--- config.mk ---
export PLATFORM = sky130hd
export DESIGN_NAME = afs_fault_clip
export DESIGN_NICKNAME = d
export VERILOG_FILES = /design/src/hdl/afs_pkg.sv /design/src/hdl/afs_fault_clip.sv /design/src/hdl/afs_clipper.sv
export SDC_FILE = /design/constraint.sdc
export NUM_CORES = 1
export LEC_CHECK = 0
export ABC_AREA = 1
export BUFFER_PORTS_ARGS = -buffer_cell sky130_fd_sc_hd__buf_2
export CAP_MARGIN = 30
export CORE_MARGIN = 4
export CORE_UTILIZATION = 38
export DETAILED_ROUTE_END_ITERATION = 7
export MAX_ROUTING_LAYER = met4
export SLEW_MARGIN = 30
export SYNTH_ARGS = -nofsm -noshare
export SYNTH_HDL_FRONTEND = slang
export SYNTH_SLANG_ARGS = --single-unit
--- constraint.sdc ---
create_clock -name clk_sys -period 3.7 [get_ports clk_sys]
set_input_delay 0.555 -clock clk_sys [delete_from_list [all_inputs] [get_ports clk_sys]]
set_output_delay 0.555 -clock clk_sys [all_outputs]
set_load 0.01 [all_outputs]
--- src/hdl/afs_pkg.sv ---
// package of constants and types for the amplifier fault status and clip level block
// Function
// - over-current flag at bit 2 latches; blocks operation until shutdown toggles
// - dc offset flag at bit 1 latches; blocks operation until shutdown toggles
// - over-temperature flag at bit 0 latches; cleared only by shutdown toggle or reset
// - each fault flag sets to one when its quantity goes above threshold
// - fault flags are read-only; writes to their bits change nothing
// - 20-bit clip threshold is three fields: bits 19:14, 13:6, 5:0
// - register 0x10 bits 7:0 hold threshold bits 13:6
// - register 0x11 bits 7:2 hold threshold bits 5:0
// - host sets the clipping point through the programmable threshold
// - 2-bit select scales current limit: nominal, 75, 50, 25 percent
// - clock fault flag at bit 3 does not latch, clears by itself
package afs_pkg;

  // ****************************************
  // register map
  // ****************************************
  localparam logic [7:0] AFS_ADDR_FAULT    = 8'h08;
  localparam logic [7:0] AFS_ADDR_RSV_LO   = 8'h09;
  localparam logic [7:0] AFS_ADDR_RSV_HI   = 8'h0F;
  localparam logic [7:0] AFS_ADDR_CLIP_MID = 8'h10;
  localparam logic [7:0] AFS_ADDR_CLIP_LOW = 8'h11;

  // ****************************************
  // field layout and reset values
  // ****************************************
  localparam int AFS_BIT_OVERTEMP    = 0;
  localparam int AFS_BIT_DC_OFFSET   = 1;
  localparam int AFS_BIT_OVERCURRENT = 2;
  localparam int AFS_BIT_CLOCK_FAULT = 3;
  localparam int AFS_SEL_LSB  = 4;
  localparam int AFS_SEL_W    = 2;
  localparam int AFS_LOW_LSB  = 2;
  localparam int AFS_THR_W    = 20;
  localparam int AFS_HI_W     = 6;
  localparam int AFS_SMP_W    = 24;

  localparam logic [1:0] AFS_SEL_RESET      = 2'h0;
  localparam logic [7:0] AFS_CLIP_MID_RESET = 8'hFF;
  localparam logic [5:0] AFS_CLIP_LOW_RESET = 6'h3F;
  localparam logic [1:0] AFS_LOW_RSV_RESET  = 2'h0;
  localparam logic [7:0] AFS_RD_UNMAPPED    = 8'h00;

  typedef logic [AFS_SMP_W-1:0] afs_sample_t;

endpackage : afs_pkg

--- src/hdl/afs_fault_clip.sv ---
// fault status latches, current limit select and clip threshold registers
`timescale 1ns/100ps
`default_nettype none
module afs_fault_clip
  import afs_pkg::*;
(
  input  wire logic                          clk_sys,
  input  wire logic                          reset_n,
  input  wire logic                          amp_shutdown_n,
  input  wire logic                          overcurrent_det,
  input  wire logic                          dc_offset_det,
  input  wire logic                          overtemp_det,
  input  wire logic                          clock_invalid_det,
  input  wire logic                          reg_wr,
  input  wire logic                          reg_rd,
  input  wire logic [7:0]                    reg_addr,
  input  wire logic [7:0]                    reg_wdata,
  output var  logic [7:0]                    reg_rdata,
  output var  logic                          reg_rsv_access,
  output var  logic [1:0]                    current_limit_select,
  output var  logic [afs_pkg::AFS_THR_W-1:0] clip_threshold_level,
  input  wire logic [afs_pkg::AFS_HI_W-1:0]  clip_level_high,
  output var  logic                          amp_run,
  input  wire afs_pkg::afs_sample_t          sample_in,
  input  wire logic                          sample_in_valid,
  output var  afs_pkg::afs_sample_t          sample_out,
  output var  logic                          sample_out_valid
);
  import afs_pkg::*;

  // ****************************************
  // state
  // ****************************************
  typedef struct packed {
    logic       sd_meta;
    logic       sd_sync;
    logic       sd_prev;
    logic [2:0] det_meta;
    logic [2:0] det_sync;
    logic       clk_meta;
    logic       clk_sync;
    logic       oc_flag;
    logic       dc_flag;
    logic       ot_flag;
    logic [1:0] sel;
    logic [7:0] clip_mid;
    logic [5:0] clip_low;
    logic [1:0] low_rsv;
    logic [7:0] rdata;
    logic       rsv;
  } afs_state_s;

  afs_state_s state_reg;
  afs_state_s state_next;
  logic       sd_toggled;

  // a full low-then-high cycle of shutdown counts as the toggle; a rising edge
  // is the moment the device leaves shutdown, so latched faults release there
  assign sd_toggled = state_reg.sd_sync & ~state_reg.sd_prev;

  function automatic logic hit(input logic [7:0] a, input logic [7:0] b);
    hit = (a == b);
  endfunction : hit

  // ****************************************
  // next state
  // ****************************************
  always_comb
  begin
    state_next          = state_reg;
    state_next.sd_meta  = amp_shutdown_n;
    state_next.sd_sync  = state_reg.sd_meta;
    state_next.sd_prev  = state_reg.sd_sync;
    state_next.det_meta = {overcurrent_det, dc_offset_det, overtemp_det};
    state_next.det_sync = state_reg.det_meta;
    state_next.clk_meta = clock_invalid_det;
    state_next.clk_sync = state_reg.clk_meta;

    // toggle clears, but a detection in the same cycle still sets
    if (sd_toggled)
    begin
      state_next.oc_flag = 1'b0;
      state_next.dc_flag = 1'b0;
      state_next.ot_flag = 1'b0;
    end
    if (state_reg.det_sync[AFS_BIT_OVERCURRENT])
      state_next.oc_flag = 1'b1;
    if (state_reg.det_sync[AFS_BIT_DC_OFFSET])
      state_next.dc_flag = 1'b1;
    if (state_reg.det_sync[AFS_BIT_OVERTEMP])
      state_next.ot_flag = 1'b1;

    // writes to the fault register only reach the select field; flag bits ignore written data
    if (reg_wr)
    begin
      if (hit(reg_addr, AFS_ADDR_FAULT))
        state_next.sel = reg_wdata[AFS_SEL_LSB +: AFS_SEL_W];
      if (hit(reg_addr, AFS_ADDR_CLIP_MID))
        state_next.clip_mid = reg_wdata;
      if (hit(reg_addr, AFS_ADDR_CLIP_LOW))
      begin
        state_next.clip_low = reg_wdata[7:AFS_LOW_LSB];
        state_next.low_rsv  = reg_wdata[AFS_LOW_LSB-1:0];
      end
    end

    state_next.rsv   = (reg_wr | reg_rd) & (reg_addr >= AFS_ADDR_RSV_LO) & (reg_addr <= AFS_ADDR_RSV_HI);
    state_next.rdata = AFS_RD_UNMAPPED;
    if (reg_rd)
    begin
      if (hit(reg_addr, AFS_ADDR_FAULT))
      begin
        state_next.rdata[AFS_SEL_LSB +: AFS_SEL_W] = state_reg.sel;
        state_next.rdata[AFS_BIT_CLOCK_FAULT]      = state_reg.clk_sync;
        state_next.rdata[AFS_BIT_OVERCURRENT]      = state_reg.oc_flag;
        state_next.rdata[AFS_BIT_DC_OFFSET]        = state_reg.dc_flag;
        state_next.rdata[AFS_BIT_OVERTEMP]         = state_reg.ot_flag;
      end
      else if (hit(reg_addr, AFS_ADDR_CLIP_MID))
        state_next.rdata = state_reg.clip_mid;
      else if (hit(reg_addr, AFS_ADDR_CLIP_LOW))
        state_next.rdata = {state_reg.clip_low, state_reg.low_rsv};
    end
  end

  // ****************************************
  // registers
  // ****************************************
  always_ff @(posedge clk_sys)
  begin
    if (!reset_n)
    begin
      state_reg          <= '0;
      state_reg.sel      <= AFS_SEL_RESET;
      state_reg.clip_mid <= AFS_CLIP_MID_RESET;
      state_reg.clip_low <= AFS_CLIP_LOW_RESET;
      state_reg.low_rsv  <= AFS_LOW_RSV_RESET;
    end
    else
      state_reg <= state_next;
  end

  // ****************************************
  // outputs
  // ****************************************
  assign reg_rdata            = state_reg.rdata;
  assign reg_rsv_access       = state_reg.rsv;
  assign current_limit_select = state_reg.sel;
  assign clip_threshold_level = {clip_level_high, state_reg.clip_mid, state_reg.clip_low};
  // any latched fault or a present clock error holds the amplifier off
  assign amp_run = state_reg.sd_sync &
                   ~(state_reg.oc_flag | state_reg.dc_flag | state_reg.ot_flag | state_reg.clk_sync);

  afs_clipper u_clipper (
    .clk_sys              (clk_sys),
    .reset_n              (reset_n),
    .clip_threshold_level (clip_threshold_level),
    .sample_in            (sample_in),
    .sample_in_valid      (sample_in_valid),
    .sample_out           (sample_out),
    .sample_out_valid     (sample_out_valid)
  );
endmodule : afs_fault_clip
`default_nettype wire

--- src/hdl/afs_clipper.sv ---
// symmetric saturating clipper for one audio sample
`timescale 1ns/100ps
`default_nettype none
module afs_clipper
  import afs_pkg::*;
(
  input  wire logic                          clk_sys,
  input  wire logic                          reset_n,
  input  wire logic [afs_pkg::AFS_THR_W-1:0] clip_threshold_level,
  input  wire afs_pkg::afs_sample_t          sample_in,
  input  wire logic                          sample_in_valid,
  output var  afs_pkg::afs_sample_t          sample_out,
  output var  logic                          sample_out_valid
);
  import afs_pkg::*;

  typedef struct packed {
    afs_sample_t smp;
    logic        vld;
  } afs_clip_s;

  afs_clip_s state_reg;
  afs_clip_s state_next;
  afs_sample_t pos_lim;
  afs_sample_t neg_lim;

  // threshold sits at the bottom of the sample word
  assign pos_lim = {{(AFS_SMP_W-AFS_THR_W){1'b0}}, clip_threshold_level};
  assign neg_lim = afs_sample_t'(-$signed(pos_lim));

  always_comb
  begin
    state_next     = state_reg;
    state_next.vld = sample_in_valid;
    if (sample_in_valid)
    begin
      if ($signed(sample_in) > $signed(pos_lim))
        state_next.smp = pos_lim;
      else if ($signed(sample_in) < $signed(neg_lim))
        state_next.smp = neg_lim;
      else
        state_next.smp = sample_in;
    end
  end

  always_ff @(posedge clk_sys)
  begin
    if (!reset_n)
      state_reg <= '0;
    else
      state_reg <= state_next;
  end

  assign sample_out       = state_reg.smp;
  assign sample_out_valid = state_reg.vld;
endmodule : afs_clipper
`default_nettype wire

==> run_summary.xml, run 1 <==
<?xml version="1.0" encoding="UTF-8"?>
<metrics>
  <group name="run_status">
    <metric name="outcome" unit="">complete, no violations</metric>
  </group>
  <group name="grt">
    <metric name="grt_first_pass_wirelength" unit="um">22880</metric>
    <metric name="grt_util_all_layers" unit="%">20.98</metric>
    <metric name="first_global_vias" unit="">4530</metric>
    <metric name="grt_overflow_total" unit="">0</metric>
    <metric name="grt_start_max_net_pins" unit="">25</metric>
    <metric name="antenna_found_initial" unit="">0</metric>
  </group>
  <group name="worst_hold_path">
    <metric name="min-delay-path-class" unit="">input port to flop</metric>
  </group>
  <group name="layout">
    <metric name="max_reg_flops" unit="">24</metric>
    <metric name="multiInputGateArea" unit="um^2">2636</metric>
    <metric name="filler_cell_count" unit="">1316</metric>
    <metric name="layout-drive-gt1-share" unit="%">21.43</metric>
    <metric name="commonest_cells_after_routing_fill_and_taps_aside" unit="">nand2_1, buf_2, inv_1</metric>
    <metric name="layout_commonest_cell" unit="">nand2_1</metric>
    <metric name="final_non_filler_cell_total" unit="">931</metric>
    <metric name="post_synthesis_to_final_layout_area_growth" unit="%">17.43</metric>
    <metric name="ff_latch_area" unit="um^2">1321</metric>
    <metric name="fin_nets" unit="">879</metric>
    <metric name="n_antenna_cell" unit="">0</metric>
  </group>
  <group name="timing">
    <metric name="post-route-worst-setup-slack" unit="ns">0.3822</metric>
    <metric name="report.final.hold_viol_count" unit="">0</metric>
    <metric name="setup_repair_after_global_routing_missed_its_margin" unit="">no</metric>
    <metric name="timing.fmax" unit="MHz">301.4</metric>
    <metric name="post-route-min-period" unit="ns">3.318</metric>
    <metric name="slew_violations" unit="">0</metric>
    <metric name="setup_viol" unit="">0</metric>
    <metric name="hold_ws" unit="ns">0.3965</metric>
    <metric name="worst_slew_pin_slew" unit="ns">0.7349</metric>
    <metric name="final_min_period_over_clock_period" unit="%">89.67</metric>
    <metric name="slew_headroom" unit="%">50.95</metric>
    <metric name="worst_clock_skew" unit="ns">0.006814</metric>
    <metric name="total_negative_slack_for_setup_checks" unit="ns">0</metric>
  </group>
  <group name="floorplan">
    <metric name="die_h" unit="um">118.6</metric>
    <metric name="die_w" unit="um">118.6</metric>
    <metric name="boundaryPins" unit="">113</metric>
    <metric name="die-area" unit="um^2">14060</metric>
    <metric name="core-area" unit="um^2">12010</metric>
    <metric name="rows" unit="">40</metric>
    <metric name="initial_utilization" unit="%">38.67</metric>
  </group>
  <group name="placed_design">
    <metric name="pre_cts_slack" unit="ns">0.2191</metric>
    <metric name="port_buffers" unit="">112</metric>
    <metric name="hpwlAfterDp" unit="um">11220</metric>
    <metric name="finalWeightedCongestion" unit="">0.8906</metric>
    <metric name="placed_cells" unit="">915</metric>
  </group>
  <group name="setup_path">
    <metric name="ff2ff_path_depth" unit="">22</metric>
    <metric name="worstSetupEndpointType" unit="">flop</metric>
    <metric name="crit-reg2reg-capture" unit="">u_clipper.sample_out[1]</metric>
    <metric name="crit_start" unit="">clip_threshold_level[0]</metric>
    <metric name="cp-start-kind" unit="">flop</metric>
    <metric name="cp-endpoint" unit="">u_clipper.sample_out[1]</metric>
    <metric name="timing.critical_path.arrival" unit="ns">3.55</metric>
    <metric name="critPathRequiredTime" unit="ns">3.93</metric>
    <metric name="r2r_setup_slack" unit="ns">0.38</metric>
    <metric name="rr_startpoint" unit="">clip_threshold_level[0]</metric>
    <metric name="cp_max_fo" unit="">11</metric>
    <metric name="worst-setup-path-type" unit="">flop to flop</metric>
  </group>
  <group name="clock_network">
    <metric name="ctsLongestPathBuffers" unit="">2</metric>
    <metric name="cts_buffers" unit="">9</metric>
    <metric name="path_clk_slew" unit="ns">0.06</metric>
    <metric name="insertion_delay" unit="ns">0.34</metric>
    <metric name="clock_sinks" unit="">66</metric>
    <metric name="clock_tree.root_cell" unit="">clkbuf_16</metric>
    <metric name="cts_tree" unit="">done</metric>
    <metric name="h_tree_depth" unit="">3</metric>
  </group>
  <group name="job">
    <metric name="max_cap_viols" unit="">0</metric>
  </group>
  <group name="yosys">
    <metric name="syn-mean-instance-area" unit="um^2">6.683</metric>
    <metric name="top_post_synthesis_cells_by_area" unit="">dfxtp_1, nand2_1, ha_1</metric>
    <metric name="synth.largest_area_cell" unit="">dfxtp_1</metric>
    <metric name="yosysWarningCount" unit="">0</metric>
    <metric name="yosysSeqAreaShare" unit="%">28.45</metric>
    <metric name="synthesis.area" unit="um^2">4644</metric>
    <metric name="netlist_instances" unit="">695</metric>
    <metric name="number_of_storage_elements_in_the_synthesis_netlist" unit="">66</metric>
    <metric name="synth.net_count" unit="">795</metric>
    <metric name="synth_cell_type_count" unit="">36</metric>
    <metric name="synthDominantCellAreaShare" unit="%">28.45</metric>
  </group>
  <group name="routing">
    <metric name="dr_total_vias" unit="">4637</metric>
    <metric name="antenna_violating_nets_post_route" unit="">0</metric>
    <metric name="avgViaCountPerCell" unit="">4.981</metric>
    <metric name="route.detailed.drc" unit="">0</metric>
    <metric name="first_pass_iters" unit="">5</metric>
    <metric name="wl_per_cell" unit="um">15.21</metric>
    <metric name="routed_wirelength" unit="um">14160</metric>
    <metric name="drtIter0Drc" unit="">267</metric>
  </group>
  <group name="power">
    <metric name="internal-power" unit="mW">1.380</metric>
    <metric name="share_clk_of_total_power" unit="%">46.0</metric>
    <metric name="share_of_total_power_in_sequential_cells" unit="%">39.2</metric>
    <metric name="power_per_cell_area" unit="nW/um^2">352.8</metric>
    <metric name="net_switching_power_figure" unit="mW">0.5443</metric>
    <metric name="max-vdd-ir-drop" unit="mV">0.3150</metric>
    <metric name="power.static_leakage" unit="nW">3.082</metric>
    <metric name="comb_power_share" unit="%">14.8</metric>
    <metric name="share_of_total_power_consumed_by_net_switching" unit="%">28.29</metric>
  </group>
</metrics>
## Yosys cell counts
library cell / n
ha_1: 44
dfxtp_1: 66
nand3b_1: 1
a21oi_2: 2
nand2_4: 1
buf_6: 1
nand2_1: 207
inv_2: 4
buf_2: 7
buf_4: 30
o21ai_2: 3
nand4_2: 1
a21oi_1: 40
nor2_2: 1
or2_2: 2
a31oi_1: 1
xor2_1: 15
a21o_1: 3
o21ai_1: 1
nand4_1: 4
nand3_1: 59
nand3_2: 3
o21a_1: 1
nor4_1: 2
inv_1: 94
buf_8: 1
nand2_2: 6
nor3_2: 3
nor2_1: 42
nor2_4: 1
clkbuf_1: 8
buf_1: 2
nor3_1: 5
o21ai_0: 20
o211ai_1: 8
o221ai_1: 6
## power by group through the flow
stage	clock network (mW)	logic (mW)	registers (mW)
floorplan	0	0.164	0.778
global placement	0	0.281	0.769
detailed placement	0	0.286	0.769
CTS	0.902	0.287	0.754
global route	0.943	0.325	0.757
finish	0.886	0.284	0.754
## critical path, cell delays in order (launching register included)
cell and delay (ns):
dfxtp_1 0.34, inv_2 0.15, ha_1 0.23, nand3_1 0.16
nor2_2 0.19, nand2_1 0.11, nor2_2 0.17, nand3_1 0.14
nor2_1 0.15, ha_1 0.26, nand4_1 0.12, inv_1 0.05
nand2_1 0.09, inv_1 0.05, nand2_1 0.10, nand4_2 0.13
nand2_2 0.23, buf_4 0.24, nand2_1 0.06, nand3_1 0.08
nand2_1 0.05, nand2_1 0.05, nand2_1 0.04
## routing by layer
layer,part of all wire [%],up-vias,track usage [%],wire length [um]
li1,-,2371,-,-
met1,47,2093,26.44,6616
met2,47,154,34.78,6615
met3,5.1,19,3.684,721
met4,1.4,0,5.576,202
met5,0,-,-,0
## kinds of logic after synthesis
group / share of synthesized area, %
buffers and inverters: 14.90
AO/OA/AOI/OAI: 10.72
adder cells (fa/ha/maj): 11.85
AND/OR/NAND/NOR: 31.25
XOR/XNOR: 2.829
flip-flops: 28.45
## final cells by class
cell class | instances | share of cell area [%]
flip-flops and latches | 66 | 24.23
clock buffers | 9 | 4.129
well taps | 147 | 3.372
repair buffers | 122 | 11.65
multi-input cells | 482 | 48.34
inverters | 98 | 6.745
clock inverters | 7 | 1.537
## through the flow
step / cell area, um^2 / utilization, % / total power, mW
global placement: 5140 / 42.79 / 1.050
floorplan: 4644 / - / 0.9418
finish: 5454 / 45.41 / 1.924
CTS: 5449 / 45.36 / 1.943
global route: 5454 / 45.41 / 2.025
detailed placement: 5140 / 42.79 / 1.055
## repair_timing
| item | 4_1_cts | 5_1_grt |
|---|---|---|
| hold buffers | 0 | 0 |
| buffers inserted | 0 | 0 |
| setup endpoints to repair | 0 | 24 |
| resized for setup | 0 | 3 |
## worst min path at each step
stage	start	to	slack [ns]	cells after the start
finish	clock_invalid_det	state_next[30]	0.40	3
global placement	state_next[32]	state_reg[32]	0.40	2
global route	clock_invalid_det	state_next[30]	0.40	3
CTS	overtemp_det	state_next[32]	0.38	3
detailed placement	state_next[33]	state_reg[33]	0.40	2
floorplan	state_next[39]	state_next[38]	0.39	2
(Power assumes the default switching activity.)
==> inputs of run 2 (changes only) <==
Settings changed: CORE_ASPECT_RATIO set to 0.6.
==> run 2 against run 1 <==
  * Sequential share of layout area is 0.40 points lower
  * Critical endpoint is now u_clipper.sample_out[23]
  * Total power is 6.5% higher
  * Critical path depth is 3 lower
  * Flip-flop and latch count stayed put
  * Maximum frequency is 2.0% lower
  * Combinational power is 4% higher
  * First-iteration DRC count is 22% higher
  * Routed wire length is 7.0% higher
  * Critical path type unchanged
  * Via count is 1.9% higher
  * Clock skew is 0.00054 ns higher
==> run_summary.xml, run 2 (same netlist as run 1, synthesis figures left out) <==
<?xml version="1.0" encoding="UTF-8"?>
<metrics>
  <group name="routing">
    <metric name="first_pass_iters" unit="">5</metric>
    <metric name="avgViaCountPerCell" unit="">4.995</metric>
    <metric name="drtIter0Drc" unit="">325</metric>
    <metric name="route.detailed.drc" unit="">0</metric>
    <metric name="wl_per_cell" unit="um">16.01</metric>
    <metric name="routed_wirelength" unit="um">15150</metric>
    <metric name="dr_total_vias" unit="">4725</metric>
    <metric name="antenna_violating_nets_post_route" unit="">0</metric>
  </group>
  <group name="setup_path">
    <metric name="critPathMaxStageDelay" unit="ns">0.32</metric>
    <metric name="critPathRequiredTime" unit="ns">3.96</metric>
    <metric name="worst-setup-path-type" unit="">flop to flop</metric>
    <metric name="crit-reg2reg-capture" unit="">u_clipper.sample_out[23]</metric>
    <metric name="cp-start-kind" unit="">flop</metric>
    <metric name="cp_max_fo" unit="">19</metric>
    <metric name="crit_chain" unit="">inv_1 -&gt; ha_1 -&gt; nand3_1 -&gt; nor2_2 -&gt; nand2_1 -&gt; nor2_2 -&gt; nand3_1 -&gt; nor2_1 -&gt; ha_1 -&gt; nand4_1 -&gt; a21oi_1 -&gt; nor2_1 -&gt; nand4_2 -&gt; nand2_4 -&gt; buf_12 -&gt; inv_1 -&gt; nand2_1 -&gt; nand3_1 -&gt; a21oi_1</metric>
    <metric name="rr_startpoint" unit="">clip_threshold_level[0]</metric>
    <metric name="r2r_setup_slack" unit="ns">0.31</metric>
    <metric name="worstSetupPathDepth" unit="">19</metric>
    <metric name="worstSetupEndpointType" unit="">flop</metric>
    <metric name="timing.critical_path.arrival" unit="ns">3.64</metric>
    <metric name="timing.critical_path.max_delay_family" unit="">simple AND/OR/NAND/NOR gates</metric>
    <metric name="ff2ff_path_depth" unit="">19</metric>
    <metric name="critical_path.most_common_cell" unit="">nand3_1</metric>
    <metric name="worstPathBufferInverterCount" unit="">3</metric>
    <metric name="timing.critical_path.slowest_stage_cell" unit="">dfxtp_1</metric>
  </group>
  <group name="placed_design">
    <metric name="hpwlAfterDp" unit="um">12250</metric>
    <metric name="port_buffers" unit="">112</metric>
    <metric name="finalWeightedCongestion" unit="">0.9608</metric>
    <metric name="pre_cts_slack" unit="ns">0.2092</metric>
    <metric name="placed_cells" unit="">930</metric>
  </group>
  <group name="power">
    <metric name="share_of_total_power_consumed_by_net_switching" unit="%">25.49</metric>
    <metric name="share_of_total_power_in_sequential_cells" unit="%">36.8</metric>
    <metric name="net_switching_power_figure" unit="mW">0.5225</metric>
    <metric name="max-vdd-ir-drop" unit="mV">0.2373</metric>
    <metric name="internal-power" unit="mW">1.527</metric>
    <metric name="power.static_leakage" unit="nW">3.121</metric>
    <metric name="design_power_total" unit="mW">2.050</metric>
    <metric name="comb_power_share" unit="%">14.4</metric>
    <metric name="share_clk_of_total_power" unit="%">48.8</metric>
    <metric name="power_per_cell_area" unit="nW/um^2">369.6</metric>
  </group>
  <group name="clock_network">
    <metric name="clock_sinks" unit="">66</metric>
    <metric name="ctsLongestPathBuffers" unit="">2</metric>
    <metric name="cts_tree" unit="">done</metric>
    <metric name="cts_buffers" unit="">9</metric>
    <metric name="insertion_delay" unit="ns">0.33</metric>
    <metric name="path_clk_slew" unit="ns">0.06</metric>
    <metric name="h_tree_depth" unit="">3</metric>
    <metric name="clock_tree.root_cell" unit="">clkbuf_16</metric>
  </group>
  <group name="layout">
    <metric name="max_reg_flops" unit="">24</metric>
    <metric name="n_antenna_cell" unit="">0</metric>
    <metric name="commonest_cells_after_routing_fill_and_taps_aside" unit="">nand2_1, buf_2, inv_1</metric>
    <metric name="layout_commonest_cell" unit="">nand2_1</metric>
    <metric name="multiInputGateArea" unit="um^2">2641</metric>
    <metric name="fin_nets" unit="">881</metric>
    <metric name="post_synthesis_to_final_layout_area_growth" unit="%">19.40</metric>
    <metric name="layout-drive-gt1-share" unit="%">21.50</metric>
    <metric name="ff_latch_area" unit="um^2">1321</metric>
    <metric name="filler_cell_count" unit="">1244</metric>
    <metric name="final_non_filler_cell_total" unit="">946</metric>
  </group>
  <group name="timing">
    <metric name="final_min_period_over_clock_period" unit="%">91.51</metric>
    <metric name="setup_repair_after_global_routing_missed_its_margin" unit="">no</metric>
    <metric name="worst_slew_pin_slew" unit="ns">0.8139</metric>
    <metric name="total_negative_slack_for_setup_checks" unit="ns">0</metric>
    <metric name="post-route-worst-setup-slack" unit="ns">0.3140</metric>
    <metric name="worst_clock_skew" unit="ns">0.007353</metric>
    <metric name="post-route-min-period" unit="ns">3.386</metric>
    <metric name="timing.fmax" unit="MHz">295.3</metric>
    <metric name="slew_headroom" unit="%">45.68</metric>
    <metric name="report.final.hold_viol_count" unit="">0</metric>
    <metric name="slew_violations" unit="">0</metric>
    <metric name="setup_viol" unit="">0</metric>
    <metric name="hold_ws" unit="ns">0.4068</metric>
  </group>
  <group name="worst_hold_path">
    <metric name="whs_path_depth" unit="">3</metric>
    <metric name="min_delay_worst_endpoint" unit="">state_next[32]</metric>
    <metric name="min-delay-path-class" unit="">input port to flop</metric>
    <metric name="hp-start" unit="">overtemp_det</metric>
  </group>
  <group name="floorplan">
    <metric name="boundaryPins" unit="">113</metric>
    <metric name="rows" unit="">30</metric>
    <metric name="initial_utilization" unit="%">40.04</metric>
    <metric name="die_w" unit="um">150.7</metric>
    <metric name="core-area" unit="um^2">11600</metric>
    <metric name="die-area" unit="um^2">14110</metric>
    <metric name="die_h" unit="um">93.64</metric>
  </group>
  <group name="grt">
    <metric name="grt_util_all_layers" unit="%">22.41</metric>
    <metric name="first_global_vias" unit="">4413</metric>
    <metric name="grt_first_pass_wirelength" unit="um">23800</metric>
    <metric name="antenna_found_initial" unit="">0</metric>
    <metric name="grt_start_max_net_pins" unit="">33</metric>
    <metric name="grt_overflow_total" unit="">0</metric>
  </group>
  <group name="job">
    <metric name="max_cap_viols" unit="">0</metric>
  </group>
  <group name="run_status">
    <metric name="outcome" unit="">complete, no violations</metric>
  </group>
</metrics>
-- run 2: cell types whose count changed in the layout (fill, tap and decap cells not counted), sizes merged --
cell,previous run,this run
buf,122,124
clkbuf,9,10
clkinvlp,1,0
inv,101,99
bufinv,1,3
-- run 2: routing by layer --
layer,vias to the layer above,global-route usage (%),share of wire [%]
li1,2367,-,-
met1,2132,34.70,52
met2,211,29.42,38
met3,15,4.600,8.9
met4,0,4.299,1.0
met5,-,-,0
-- run 2: cell type report --
| type | count | share of cell area, % |
|---|---|---|
| Clock buffer | 10 | 4.310 |
| Clock inverter | 6 | 2.031 |
| Inverter | 98 | 6.634 |
| Multi-Input combinational cell | 482 | 47.63 |
| Sequential cell | 66 | 23.83 |
| Tap cell | 160 | 3.610 |
| Timing Repair Buffer | 124 | 11.96 |
-- run 2: power by group through the flow --
stage | logic [mW] | clock network [mW] | registers (mW)
global placement | 0.287 | 0 | 0.769
detailed placement | 0.290 | 0 | 0.770
global route | 0.334 | 1.05 | 0.758
CTS | 0.293 | 1.01 | 0.755
floorplan | 0.164 | 0 | 0.778
finish | 0.295 | 1.00 | 0.755
-- run 2: timing repair --
| action | in CTS | in global routing |
|---|---|---|
| setup buffers | 0 | 0 |
| resized for setup | 0 | 3 |
| endpoints found under the setup margin | 0 | 24 |
| hold buffers | 0 | 0 |
-- run 2: worst min-delay path, delay by kind of cell --
family / cells / cell delay (ns)
buf+inv: 2 / 0.11
simple gates: 1 / 0.04
-- run 2: stage by stage --
| step | util (%) | instance area [um^2] |
|---|---|---|
| 2_1_floorplan | - | 4644 |
| 3_3_place_gp | 44.69 | 5184 |
| 3_5_place_dp | 44.69 | 5184 |
| 4_1_cts | 47.72 | 5535 |
| 5_1_grt | 47.81 | 5545 |
| 6_report | 47.81 | 5545 |
-- run 2: worst max path at each step --
stage                                    end                     from  slack, ns
global placement    u_clipper.sample_out[21]  clip_threshold_level[0]       0.40
finish              u_clipper.sample_out[23]  clip_threshold_level[0]       0.31
global route        u_clipper.sample_out[16]  clip_threshold_level[0]       0.02
detailed placement   u_clipper.sample_out[4]  clip_threshold_level[1]       0.21
CTS                 u_clipper.sample_out[23]  clip_threshold_level[1]       0.20
floorplan            u_clipper.sample_out[0]  clip_threshold_level[0]       0.79
==> inputs of run 3 (changes only) <==
Clock period 3.7 ns to 4.3 ns, I/O delays scaled along.
==> run 3 against run 2 <==
  * Sequential power fell by 14%
  * Cell count is 0.85% lower
  * Clock skew is 0.0029 ns lower
  * Global-route usage is 0.81 points lower
==> run_summary.xml, run 3 (same netlist as run 1, synthesis figures left out) <==
<?xml version="1.0" encoding="UTF-8"?>
<metrics>
  <group name="run_status">
    <metric name="outcome" unit="">complete, no violations</metric>
  </group>
  <group name="setup_path">
    <metric name="timing.critical_path.slowest_stage_cell" unit="">dfxtp_1</metric>
    <metric name="critPathMaxStageDelay" unit="ns">0.34</metric>
    <metric name="cp_max_fo" unit="">29</metric>
    <metric name="worstSetupEndpointType" unit="">flop</metric>
    <metric name="worstPathBufferInverterCount" unit="">3</metric>
    <metric name="timing.critical_path.max_delay_family" unit="">simple AND/OR/NAND/NOR gates</metric>
    <metric name="critical_path.most_common_cell" unit="">nand2_1</metric>
    <metric name="r2r_setup_slack" unit="ns">0.45</metric>
    <metric name="crit-reg2reg-capture" unit="">u_clipper.sample_out[14]</metric>
    <metric name="ff2ff_path_depth" unit="">20</metric>
    <metric name="cp-start-kind" unit="">flop</metric>
    <metric name="rr_startpoint" unit="">clip_threshold_level[0]</metric>
    <metric name="critPathRequiredTime" unit="ns">4.57</metric>
    <metric name="worst-setup-path-type" unit="">flop to flop</metric>
    <metric name="timing.critical_path.arrival" unit="ns">4.12</metric>
    <metric name="crit_chain" unit="">inv_1 -&gt; ha_1 -&gt; nand3_1 -&gt; nor2_1 -&gt; nand2_1 -&gt; nor2_1 -&gt; nand3_1 -&gt; nor2_1 -&gt; ha_1 -&gt; nand4_1 -&gt; inv_1 -&gt; nand2_1 -&gt; inv_1 -&gt; nand2_1 -&gt; nand3_2 -&gt; nand2_2 -&gt; nand2_8 -&gt; o21ai_2 -&gt; nand2_1 -&gt; a21oi_2</metric>
  </group>
  <group name="clock_network">
    <metric name="cts_buffers" unit="">9</metric>
    <metric name="ctsLongestPathBuffers" unit="">2</metric>
    <metric name="h_tree_depth" unit="">3</metric>
    <metric name="insertion_delay" unit="ns">0.33</metric>
    <metric name="cts_tree" unit="">done</metric>
    <metric name="path_clk_slew" unit="ns">0.06</metric>
    <metric name="clock_tree.root_cell" unit="">clkbuf_16</metric>
    <metric name="clock_sinks" unit="">66</metric>
  </group>
  <group name="placed_design">
    <metric name="hpwlAfterDp" unit="um">11880</metric>
    <metric name="finalWeightedCongestion" unit="">1.011</metric>
    <metric name="port_buffers" unit="">112</metric>
    <metric name="placed_cells" unit="">922</metric>
  </group>
  <group name="timing">
    <metric name="report.final.hold_viol_count" unit="">0</metric>
    <metric name="total_negative_slack_for_setup_checks" unit="ns">0</metric>
    <metric name="final_min_period_over_clock_period" unit="%">89.58</metric>
    <metric name="worst_slew_pin_slew" unit="ns">0.7902</metric>
    <metric name="timing.fmax" unit="MHz">259.6</metric>
    <metric name="slew_violations" unit="">0</metric>
    <metric name="worst_clock_skew" unit="ns">0.004431</metric>
    <metric name="setup_repair_after_global_routing_missed_its_margin" unit="">no</metric>
    <metric name="setup_viol" unit="">0</metric>
    <metric name="post-route-min-period" unit="ns">3.852</metric>
    <metric name="slew_headroom" unit="%">47.26</metric>
  </group>
  <group name="job">
    <metric name="max_cap_viols" unit="">0</metric>
  </group>
  <group name="grt">
    <metric name="grt_overflow_total" unit="">0</metric>
    <metric name="antenna_found_initial" unit="">0</metric>
    <metric name="grt_util_all_layers" unit="%">21.60</metric>
    <metric name="first_global_vias" unit="">4374</metric>
    <metric name="grt_first_pass_wirelength" unit="um">23070</metric>
    <metric name="grt_start_max_net_pins" unit="">34</metric>
  </group>
  <group name="power">
    <metric name="power.static_leakage" unit="nW">3.063</metric>
    <metric name="power_per_cell_area" unit="nW/um^2">309.8</metric>
    <metric name="max-vdd-ir-drop" unit="mV">0.1999</metric>
  </group>
  <group name="floorplan">
    <metric name="boundaryPins" unit="">113</metric>
    <metric name="die_w" unit="um">150.7</metric>
    <metric name="initial_utilization" unit="%">40.04</metric>
    <metric name="die-area" unit="um^2">14110</metric>
    <metric name="core-area" unit="um^2">11600</metric>
    <metric name="rows" unit="">30</metric>
    <metric name="die_h" unit="um">93.64</metric>
  </group>
  <group name="layout">
    <metric name="fin_nets" unit="">873</metric>
    <metric name="post_synthesis_to_final_layout_area_growth" unit="%">17.21</metric>
    <metric name="max_reg_flops" unit="">24</metric>
    <metric name="layout_commonest_cell" unit="">nand2_1</metric>
    <metric name="final_non_filler_cell_total" unit="">938</metric>
    <metric name="n_antenna_cell" unit="">0</metric>
    <metric name="layout-drive-gt1-share" unit="%">20.31</metric>
    <metric name="commonest_cells_after_routing_fill_and_taps_aside" unit="">nand2_1, buf_2, inv_1</metric>
  </group>
  <group name="routing">
    <metric name="first_pass_iters" unit="">7</metric>
    <metric name="route.detailed.drc" unit="">0</metric>
    <metric name="wl_per_cell" unit="um">15.61</metric>
    <metric name="avgViaCountPerCell" unit="">4.957</metric>
    <metric name="drtIter0Drc" unit="">321</metric>
    <metric name="dr_total_vias" unit="">4650</metric>
    <metric name="antenna_violating_nets_post_route" unit="">0</metric>
    <metric name="routed_wirelength" unit="um">14640</metric>
  </group>
  <group name="worst_hold_path">
    <metric name="hp-start" unit="">state_next[30]</metric>
    <metric name="min_delay_worst_endpoint" unit="">state_reg[30]</metric>
    <metric name="min-delay-path-class" unit="">flop to flop</metric>
    <metric name="whs_path_depth" unit="">2</metric>
  </group>
</metrics>
==> run 3: changes by cell type in the layout (fill, tap and decap cells not counted), sizes merged <==
| cell | change |
|---|---|
| buf | -8 |
| bufinv | -1 |
| clkinvlp | +1 |
==> run 3: per-layer routing <==
layer	up-vias	track usage [%]	routed length [um]
met1	2089	32.12	7542
met3	24	6.005	1470
met4	0	5.053	193
met2	192	28.39	5437
met5	-	-	0
li1	2345	-	-
==> run 3: worst max path at each step <==
stage / startpoint / endpoint / slack (ns) / depth (start not counted)
after floorplan: clip_threshold_level[0] / u_clipper.sample_out[0] / 1.39 / 21
after global placement: clip_threshold_level[0] / u_clipper.sample_out[14] / 0.34 / 20
after detailed placement: clip_threshold_level[0] / u_clipper.sample_out[14] / 0.23 / 20
after CTS: clip_threshold_level[0] / u_clipper.sample_out[14] / 0.19 / 20
after global routing: clip_threshold_level[0] / u_clipper.sample_out[20] / 0.08 / 21
final: clip_threshold_level[0] / u_clipper.sample_out[14] / 0.45 / 20
==> run 3: cell type report <==
class                           instances  area, um^2
Multi-Input combinational cell        482        2645
Fill cell                            1181        6155
Inverter                               98       367.9
Sequential cell                        66        1321
Clock inverter                          6       90.09
Clock buffer                           10       229.0
Tap cell                              160       200.2
Timing Repair Buffer                  116       590.6
==> run 3: worst reg2reg max path, delay by kind of cell, from the launching register on <==
kind / cells / cell delay [ns]
AO/OA/AOI/OAI: 2 / 0.35
buffers and inverters: 3 / 0.32
AND/OR/NAND/NOR: 13 / 2.28
adder cells (fa/ha/maj): 2 / 0.52
flip-flops: 1 / 0.34
==> run 3: what timing repair did <==
item | in CTS | in global routing
hold buffers | 0 | 0
buffers inserted | 0 | 0
setup endpoints to repair | 0 | 24
gates resized for setup | 0 | 2
==> run 3: through the flow <==
step / instance area [um^2] / hold slack, ns / util [%] / total power [mW] / setup WS [ns]
floorplan: 4644 / 0.3905 / - / 0.8104 / 1.389
global placement: 5111 / 0.3986 / 44.07 / 0.9032 / 0.3410
detailed placement: 5111 / 0.3991 / 44.07 / 0.9081 / 0.2316
CTS: 5430 / 0.4159 / 46.82 / 1.700 / 0.1932
global route: 5444 / 0.4244 / 46.94 / 1.768 / 0.07601
finish: 5444 / 0.4105 / 46.94 / 1.687 / 0.4480
==> run 3: where the power goes <==
part	total (mW)	switching (mW)	internal, mW
clock network	0.788	0.278	0.509
registers	0.649	0.0127	0.637
logic	0.250	0.158	0.0917
